### src/inc/tui_pkg.sv
// Constants shared by the time-update and alarm interrupt block
package tui_pkg;
   // ----------------------------------------------------------------
   // Register byte offsets
   // ----------------------------------------------------------------
   localparam int ADDR_W = 6;
   localparam logic [ADDR_W-1:0] OFS_ALARM_SECOND_COMPARE = 6'h00;
   localparam logic [ADDR_W-1:0] OFS_ALARM_MINUTE_COMPARE = 6'h04;
   localparam logic [ADDR_W-1:0] OFS_ALARM_HOUR_COMPARE = 6'h08;
   localparam logic [ADDR_W-1:0] OFS_ALM_DAY = 6'h0C;
   localparam logic [ADDR_W-1:0] OFS_ALARM_MINUTE_MIRROR = 6'h10;
   localparam logic [ADDR_W-1:0] OFS_ALARM_HOUR_MIRROR = 6'h14;
   localparam logic [ADDR_W-1:0] OFS_ALM_DAY_MIR = 6'h18;
   localparam logic [ADDR_W-1:0] OFS_CTRL = 6'h1C;
   localparam logic [ADDR_W-1:0] OFS_IRQ_EN = 6'h20;
   localparam logic [ADDR_W-1:0] OFS_IRQ_FLAG = 6'h24;
   // ----------------------------------------------------------------
   // Field positions
   // ----------------------------------------------------------------
   localparam int BIT_EXCL = 7;
   localparam int BIT_SEL_LO = 0;
   localparam int BIT_SEL_HI = 1;
   localparam int BIT_DAY_MODE = 2;
   localparam int BIT_BCD_EN = 3;
   localparam int BIT_UPD = 0;
   localparam int BIT_ALM = 1;
   localparam int BIT_PIN = 2;
   localparam int SEC_W = 7;
   localparam int HOUR_W = 6;
   localparam int WDAY_W = 7;
   localparam int DATE_W = 6;
   // ----------------------------------------------------------------
   // Reset values and encodings
   // ----------------------------------------------------------------
   localparam logic [7:0] ALM_RESET = 8'h00;
   localparam logic [3:0] CTRL_RESET = 4'h8;
   localparam logic [1:0] SEL_SECOND = 2'h0;
   localparam logic [1:0] SEL_MINUTE = 2'h1;
   localparam logic [1:0] SEL_HOUR = 2'h2;
   localparam logic [1:0] SEL_NONE = 2'h3;
   // ----------------------------------------------------------------
   // Timing
   // ----------------------------------------------------------------
   localparam int CLOCK_PERIOD_NS = 40;
   localparam int AUTO_RELEASE_TIME_NS = 7812000;
   localparam int AUTO_RELEASE_CYCLES = AUTO_RELEASE_TIME_NS / CLOCK_PERIOD_NS;
   localparam int REL_CNT_W = 18;
endpackage : tui_pkg

### src/hw/tui_irq_top.sv
// Time-update and calendar-alarm interrupt logic with Avalon-MM registers
// ----------------------------------------------------------------
// What this block does
// - Select bits hi,lo: 00 second, 01 minute, 10 hour carry, 11 none.
// - The selected counter carry sets the time-update flag.
// - With update enable set at that moment, the interrupt pin goes low.
// - Update interrupt releases itself 7.812 ms after the pin went low.
// - Writing 0 to update enable releases the pin immediately.
// - Auto release keeps the update flag; only a host 0 write clears it.
// - Writing 0 to the update flag releases the pin at once.
// - Second/minute fields: 3-bit tens, 4-bit units, exclude; hour 2-bit tens.
// - Day mode 0: weekday mask bit0 Sunday; mode 1: BCD day of month.
// - Minute, hour and day compares also reachable at mirror offsets.
// - An excluded field takes no part in the comparison.
// - All four excluded: the alarm matches on every second update.
// - Seconds excluded: alarm fires every second of the matching minute.
// - Full match sets the alarm flag; with alarm enable set, pin goes low.
// - Alarm flag clears only on a host 0 write to the flag; the pin also on alarm enable 0.
// - Writing 0 to alarm enable releases the pin whatever the flag.
// ----------------------------------------------------------------
//
// Implementation choices: the Avalon-MM interface to the registers and the register addresses.
`timescale 1ns/100ps
module tui_irq_top
   import tui_pkg::*;
#(
   parameter int RELEASE_CYCLES = AUTO_RELEASE_CYCLES
) (
   // Clock and reset
   input wire logic i_clock,
   input wire logic i_rst_n,
   // Avalon-MM slave
   input wire logic [ADDR_W-1:0] i_avs_address,
   input wire logic i_avs_read,
   input wire logic i_avs_write,
   input wire logic [31:0] i_avs_writedata,
   output logic [31:0] o_avs_readdata,
   output logic o_avs_waitrequest,
   // Clock counter events and values
   input wire logic i_sec_carry,
   input wire logic i_min_carry,
   input wire logic i_hour_carry,
   input wire logic i_second_tick,
   input wire logic [SEC_W-1:0] i_cur_sec,
   input wire logic [SEC_W-1:0] i_cur_min,
   input wire logic [HOUR_W-1:0] i_cur_hour,
   input wire logic [WDAY_W-1:0] i_cur_weekday,
   input wire logic [DATE_W-1:0] i_cur_day,
   // Open-drain interrupt pin, active low
   output logic o_irq_n_out,
   output logic o_irq_oe,
   // Counter enable toward the clock counters
   output logic o_bcd_counter_enable
);
   // ----------------------------------------------------------------
   // Registers
   // ----------------------------------------------------------------
   logic wait_ff;
   logic [31:0] rdata_ff;
   logic [7:0] alarm_second_compare_ff, alarm_minute_compare_ff, alarm_hour_compare_ff, alm_day_ff;
   logic [3:0] ctrl_ff;
   logic uie_ff, aie_ff, uf_ff, af_ff;
   logic ureq_ff, areq_ff, oe_ff, out_ff;
   logic [REL_CNT_W-1:0] rel_cnt_ff;
   logic [REL_CNT_W-1:0] nxt_rel_cnt;
   logic nxt_wait, nxt_uf, nxt_af, nxt_ureq, nxt_areq;

   // ----------------------------------------------------------------
   // Bus decode
   // ----------------------------------------------------------------
   // One wait state: keeps read data registered at a fixed answer time
   wire bus_req = i_avs_read | i_avs_write;
   wire wr_go = i_avs_write & ~wait_ff;
   wire rd_take = i_avs_read & wait_ff;
   wire hit_sec = i_avs_address == OFS_ALARM_SECOND_COMPARE;
   wire hit_min = (i_avs_address == OFS_ALARM_MINUTE_COMPARE) | (i_avs_address == OFS_ALARM_MINUTE_MIRROR);
   wire hit_hour = (i_avs_address == OFS_ALARM_HOUR_COMPARE) | (i_avs_address == OFS_ALARM_HOUR_MIRROR);
   wire hit_day = (i_avs_address == OFS_ALM_DAY) | (i_avs_address == OFS_ALM_DAY_MIR);
   wire hit_ctrl = i_avs_address == OFS_CTRL;
   wire hit_en = i_avs_address == OFS_IRQ_EN;
   wire hit_flag = i_avs_address == OFS_IRQ_FLAG;
   wire wr_en = wr_go & hit_en;
   wire wr_flag = wr_go & hit_flag;
   // Only a written 0 clears; a written 1 leaves a flag alone
   wire uf_clr = wr_flag & ~i_avs_writedata[BIT_UPD];
   wire af_clr = wr_flag & ~i_avs_writedata[BIT_ALM];
   wire uie_off = wr_en & ~i_avs_writedata[BIT_UPD];
   wire aie_off = wr_en & ~i_avs_writedata[BIT_ALM];
   wire [31:0] rd_mux = hit_sec ? {24'h000000, alarm_second_compare_ff} :
                        hit_min ? {24'h000000, alarm_minute_compare_ff} :
                        hit_hour ? {24'h000000, alarm_hour_compare_ff} :
                        hit_day ? {24'h000000, alm_day_ff} :
                        hit_ctrl ? {28'h0000000, ctrl_ff} :
                        hit_en ? {30'h00000000, aie_ff, uie_ff} :
                        hit_flag ? {29'h00000000, oe_ff, af_ff, uf_ff} :
                        32'h00000000;

   // ----------------------------------------------------------------
   // Update event
   // ----------------------------------------------------------------
   wire bcd_en = ctrl_ff[BIT_BCD_EN];
   wire [1:0] upd_sel = {ctrl_ff[BIT_SEL_HI], ctrl_ff[BIT_SEL_LO]};
   wire sel_carry = (upd_sel == SEL_SECOND) ? i_sec_carry :
                    (upd_sel == SEL_MINUTE) ? i_min_carry :
                    (upd_sel == SEL_HOUR) ? i_hour_carry : 1'b0;
   wire upd_evt = sel_carry & bcd_en;
   wire upd_fire = upd_evt & uie_ff;
   wire timeout = ureq_ff & (rel_cnt_ff == REL_CNT_W'(RELEASE_CYCLES - 1));

   // ----------------------------------------------------------------
   // Alarm compare
   // ----------------------------------------------------------------
   logic m_sec, m_min, m_hour;
   tui_field_match #(.W(SEC_W)) u_match_sec (
      .i_alarm(alarm_second_compare_ff[SEC_W-1:0]),
      .i_now(i_cur_sec),
      .i_exclude(alarm_second_compare_ff[BIT_EXCL]),
      .o_match(m_sec)
   );
   tui_field_match #(.W(SEC_W)) u_match_min (
      .i_alarm(alarm_minute_compare_ff[SEC_W-1:0]),
      .i_now(i_cur_min),
      .i_exclude(alarm_minute_compare_ff[BIT_EXCL]),
      .o_match(m_min)
   );
   tui_field_match #(.W(HOUR_W)) u_match_hour (
      .i_alarm(alarm_hour_compare_ff[HOUR_W-1:0]),
      .i_now(i_cur_hour),
      .i_exclude(alarm_hour_compare_ff[BIT_EXCL]),
      .o_match(m_hour)
   );
   // Weekday mask may name several days at once
   wire wday_hit = |(alm_day_ff[WDAY_W-1:0] & i_cur_weekday);
   wire date_hit = alm_day_ff[DATE_W-1:0] == i_cur_day;
   wire day_val = ctrl_ff[BIT_DAY_MODE] ? date_hit : wday_hit;
   wire m_day = alm_day_ff[BIT_EXCL] | day_val;
   // Evaluated on each second tick, so an open seconds field repeats
   wire alm_evt = i_second_tick & bcd_en & m_sec & m_min & m_hour & m_day;
   wire alm_fire = alm_evt & aie_ff;

   // ----------------------------------------------------------------
   // Next-state terms
   // ----------------------------------------------------------------
   // Hardware set wins over a same-cycle software clear
   assign nxt_uf = upd_evt | (uf_ff & ~uf_clr);
   assign nxt_af = alm_evt | (af_ff & ~af_clr);
   assign nxt_ureq = upd_fire | (ureq_ff & ~uf_clr & ~uie_off & ~timeout);
   assign nxt_areq = alm_fire | (areq_ff & ~af_clr & ~aie_off);
   // Timer restarts when the pin newly goes low or re-fires at its release edge
   assign nxt_rel_cnt = (upd_fire & (~ureq_ff | timeout)) ? '0 :
                        ureq_ff ? REL_CNT_W'(rel_cnt_ff + 1'b1) : rel_cnt_ff;
   assign nxt_wait = ~(bus_req & wait_ff);

   // ----------------------------------------------------------------
   // Bus slave state
   // ----------------------------------------------------------------
   always_ff @(posedge i_clock) begin
      if (!i_rst_n) begin
         wait_ff <= 1'b1;
         rdata_ff <= 32'h00000000;
      end else begin
         wait_ff <= nxt_wait;
         if (rd_take) begin
            rdata_ff <= rd_mux;
         end
      end
   end

   // ----------------------------------------------------------------
   // Software registers
   // ----------------------------------------------------------------
   always_ff @(posedge i_clock) begin
      if (!i_rst_n) begin
         alarm_second_compare_ff <= ALM_RESET;
         alarm_minute_compare_ff <= ALM_RESET;
         alarm_hour_compare_ff <= ALM_RESET;
         alm_day_ff <= ALM_RESET;
         ctrl_ff <= CTRL_RESET;
         uie_ff <= 1'b0;
         aie_ff <= 1'b0;
      end else if (wr_go) begin
         if (hit_sec) begin
            alarm_second_compare_ff <= i_avs_writedata[7:0];
         end
         if (hit_min) begin
            alarm_minute_compare_ff <= i_avs_writedata[7:0];
         end
         if (hit_hour) begin
            alarm_hour_compare_ff <= i_avs_writedata[7:0];
         end
         if (hit_day) begin
            alm_day_ff <= i_avs_writedata[7:0];
         end
         if (hit_ctrl) begin
            ctrl_ff <= i_avs_writedata[3:0];
         end
         if (hit_en) begin
            uie_ff <= i_avs_writedata[BIT_UPD];
            aie_ff <= i_avs_writedata[BIT_ALM];
         end
      end
   end

   // ----------------------------------------------------------------
   // Flags, requests and pin
   // ----------------------------------------------------------------
   always_ff @(posedge i_clock) begin
      if (!i_rst_n) begin
         uf_ff <= 1'b0;
         af_ff <= 1'b0;
         ureq_ff <= 1'b0;
         areq_ff <= 1'b0;
         rel_cnt_ff <= '0;
         oe_ff <= 1'b0;
         out_ff <= 1'b0;
      end else begin
         uf_ff <= nxt_uf;
         af_ff <= nxt_af;
         ureq_ff <= nxt_ureq;
         areq_ff <= nxt_areq;
         rel_cnt_ff <= nxt_rel_cnt;
         oe_ff <= nxt_ureq | nxt_areq;
         out_ff <= 1'b0;
      end
   end

   assign o_avs_waitrequest = wait_ff;
   assign o_avs_readdata = rdata_ff;
   assign o_irq_oe = oe_ff;
   assign o_irq_n_out = out_ff;
   assign o_bcd_counter_enable = ctrl_ff[BIT_BCD_EN];
endmodule : tui_irq_top

### src/hw/tui_field_match.sv
// One alarm compare field with its exclude bit
`timescale 1ns/100ps
module tui_field_match #(
   parameter int W = 7
) (
   // Compare inputs
   input wire logic [W-1:0] i_alarm,
   input wire logic [W-1:0] i_now,
   input wire logic i_exclude,
   // Result
   output logic o_match
);
   assign o_match = i_exclude | (i_alarm == i_now);
endmodule : tui_field_match

### config.mk
export PLATFORM = sky130hd
export DESIGN_NAME = tui_irq_top
export DESIGN_NICKNAME = d
export VERILOG_FILES = /design/src/inc/tui_pkg.sv /design/src/hw/tui_irq_top.sv /design/src/hw/tui_field_match.sv
export SDC_FILE = /design/constraint.sdc
export NUM_CORES = 1
export LEC_CHECK = 0
export BUFFER_PORTS_ARGS = -buffer_cell sky130_fd_sc_hd__buf_2
export CAP_MARGIN = 20
export CORE_ASPECT_RATIO = 0.8
export CORE_MARGIN = 2
export CORE_UTILIZATION = 41
export CTS_BUF_LIST = sky130_fd_sc_hd__clkbuf_2
export CTS_CLUSTER_SIZE = 10
export DETAILED_ROUTE_END_ITERATION = 10
export GPL_ROUTABILITY_DRIVEN = 0
export HOLD_SLACK_MARGIN = 0.12
export PLACE_DENSITY_LB_ADDON = 0.12
export SYNTH_ARGS = -nofsm -noshare
export SYNTH_HDL_FRONTEND = slang
export SYNTH_HIERARCHICAL = 1
export SYNTH_SLANG_ARGS = --single-unit
### constraint.sdc
create_clock -name i_clock -period 3.26 [get_ports i_clock]
set_input_delay 0.326 -clock i_clock [delete_from_list [all_inputs] [get_ports i_clock]]
set_output_delay 0.326 -clock i_clock [all_outputs]
set_load 0.02 [all_outputs]
==> results.cfg <==
[grt]
grt_pass1_wl_um = 15400
grt_use_total_pct = 19.6
overflow = 0
grt_antenna_before_repair = 0
grt_max_degree = 55
grt_pass1_vias = 2931

[clock_tree]
cts.repair.resized = 0
h-tree-depth = 3
max-clock-path-buffers = 2
cts_inserted_buffers = 9
clock-sinks = 70
cts_tree = yes
root_buffer = clkbuf_2
path_clk_slew_ns = 0.20
clock_latency_ns = 0.51

[sta]
finalCritPeriodShare_pct = 64.4
worst_pin_slew_ns = 0.850
hold_viol_final = 0
max_freq_mhz = 476
slew_viol_final = 0
tns_ns = 0
setup_violations = 0
relSlewSlack_pct = 43.3
clock_skew_ns = 0.0243
period_needed_ns = 2.10
grt_setup_unrepaired = false

[floorplan]
io_pins = 115
fp.dieArea_um2 = 9980
rows = 31
dieHeight_um = 89.8
coreArea_um2 = 9000
die_w_um = 111
initial_core_util_pct = 41.9

[drt]
drt-total-wl_um = 9530
drt-initial-drc-count = 172
vias_per_cell = 5.13
ant_nets = 0
dr.pass1.iters = 5
avgRoutedWirePerCell_um = 15.5
vias = 3150
drcViolationCount = 0

[layout]
fillers = 882
final_layout_size_suffix_gt1_share_pct = 18.6
antennaDiodeCount = 0
area_growth_syn_to_layout_pct = 15.3
final_nets = 574

[critical_path]
critical_path_class = register to register
crit_start = o_avs_waitrequest
reg2reg_slack_ns = 1.16
reg2reg_depth = 4
arrival_ns = 2.52
crit_path_max_fanout = 8
crit_path_end = alm_day_ff[4]
end_kind = register
required_ns = 3.68
crit_path_start_kind = register
r2r-start = o_avs_waitrequest
r2r_end = alm_day_ff[4]

[pwr]
ir_drop_uv = 180
power_mw = 1.79
power_density_nw_per_um2 = 412
p_leak_nw = 1.76

[synthesis]
synth_area_um2 = 3770
yosys.area.top_type_share_pct = 37.2
synth.top_cells.by_count = dfxtp_1 (70), nor2_1 (34), nand2_1 (30), mux2i_1 (29), nor2b_1 (28)
synth_ff_type = dfxtp_1
yosysMostFrequentCell = dfxtp_1
yosysSeqAreaShare_pct = 37.2
avgSynthCellArea_um2 = 8.85
synth_edf_count = 0
async_flop_share_pct = 0
yosysTopAreaCell = dfxtp_1
synthTopCellsByArea = dfxtp_1 (37%), mux2i_1 (7.7%), xor2_1 (6.0%)
synth_warnings = 6
ys_ff_latch = 70
synthCells = 426
synth_cell_types = 53

[min_path]
hold_class = primary input to register

[placement]
dp_hpwl_um = 7060
port_buffers = 65

[job]
drv_cap = 0

[outcome]
status = complete, no violations
[placed cells by master (no fill, tap or decap), drive strengths merged, types with 5 or more instances in the layout]
cell / netlist / final
o21ai: 26 / 26
conb: 1 / 25
mux2i: 29 / 29
xnor2: 17 / 17
a21oi: 11 / 11
nor4: 8 / 8
and2: 5 / 5
nor2b: 28 / 28
nand3: 20 / 20
buf: 32 / 67
dlygate4sd3: 0 / 10
clkbuf: 12 / 9
xor2: 27 / 27
nand4: 9 / 9
a21boi: 13 / 13
nor2: 34 / 34
dfxtp: 70 / 70
a211oi: 9 / 9
nand2: 31 / 31
[metal layers]
| metal | part of all wire [%] | track usage, % | vias up |
|---|---|---|---|
| met2 | 39 | 26.2 | 109 |
| li1 | - | - | 1587 |
| met5 | 0 | 0 | - |
| met1 | 53 | 31.1 | 1444 |
| met3 | 6.6 | 5.39 | 10 |
| met4 | 0.72 | 3.91 | 0 |
[flip-flops by register name, indices dropped and copies added (netlist names), 4 cells and up]
register and count:
alm_day_ff 8, rel_cnt_ff 18, o_avs_readdata 8, alarm_minute_compare_ff 8, alarm_hour_compare_ff 8, ctrl_ff 4
alarm_second_compare_ff 8
[cell type report]
| type | instances | area (µm²) | area share, % |
|---|---|---|---|
| multi-input combinational | 335 | 2170 | 50.0 |
| clock buffer | 9 | 45.0 | 1.04 |
| inverter | 1 | 3.75 | 0.0864 |
| clock inverter | 7 | 136 | 3.14 |
| timing repair buffer | 77 | 440 | 10.1 |
| tap | 115 | 144 | 3.31 |
| sequential | 70 | 1400 | 32.2 |
[how the worst min path moves through the flow]
stage | start | to | slack, ns | depth (start not counted)
final | i_second_tick | af_ff | 0.26 | 4
after global routing | i_second_tick | af_ff | 0.20 | 4
after CTS | i_avs_writedata[0] | alarm_second_compare_ff[0] | 0.15 | 3
after detailed placement | o_avs_waitrequest | o_avs_waitrequest | 0.46 | 1
after global placement | o_avs_waitrequest | o_avs_waitrequest | 0.45 | 1
after floorplan | i_avs_read | o_avs_waitrequest | 0.44 | 1
[worst max-delay path, stage by stage, from the launching register on]
cell and delay (ns):
dfxtp_1 0.39, nor2b_1 0.58, nand4_1 0.64, mux2i_1 0.33
nor2b_1 0.06
[power breakdown]
group          internal (mW)  leakage [nW]  switching, mW
registers              0.866         0.566        0.00618
clock network          0.403        0.0995          0.316
logic                 0.0736          1.10          0.126
[stage by stage]
step | instance area, µm² | setup slack [ns] | instances | hold slack [ns] | utilization (%)
floorplan | 3860 | 1.50 | 450 | 0.442 | -
global placement | 4060 | 1.13 | 588 | 0.446 | 45.2
detailed placement | 4060 | 1.11 | 588 | 0.455 | 45.2
CTS | 4340 | 1.17 | 613 | 0.150 | 48.2
global route | 4350 | 0.940 | 614 | 0.201 | 48.3
finish | 4350 | 1.16 | 614 | 0.259 | 48.3
[repair_timing]
item / CTS / global route
buffers inserted: 0 / 0
hold buffers: 9 / 1
endpoints found under the hold margin: 9 / 1
[cell families (layout without fill, tap and decap cells)]
kind of cell             Yosys count  in the layout  share of synthesized area [%]
AO/OA/AOI/OAI                     82             82                           14.8
XOR/XNOR                          44             44                           10.4
adder cells (fa/ha/maj)            1              1                          0.332
buffers and inverters             45             94                           7.50
flip-flops                        70             70                           37.2
multiplexers                      31             31                           8.30
other                              1             25                         0.0995
AND/OR/NAND/NOR                  152            152                           21.3
(Power assumes the default switching activity.)
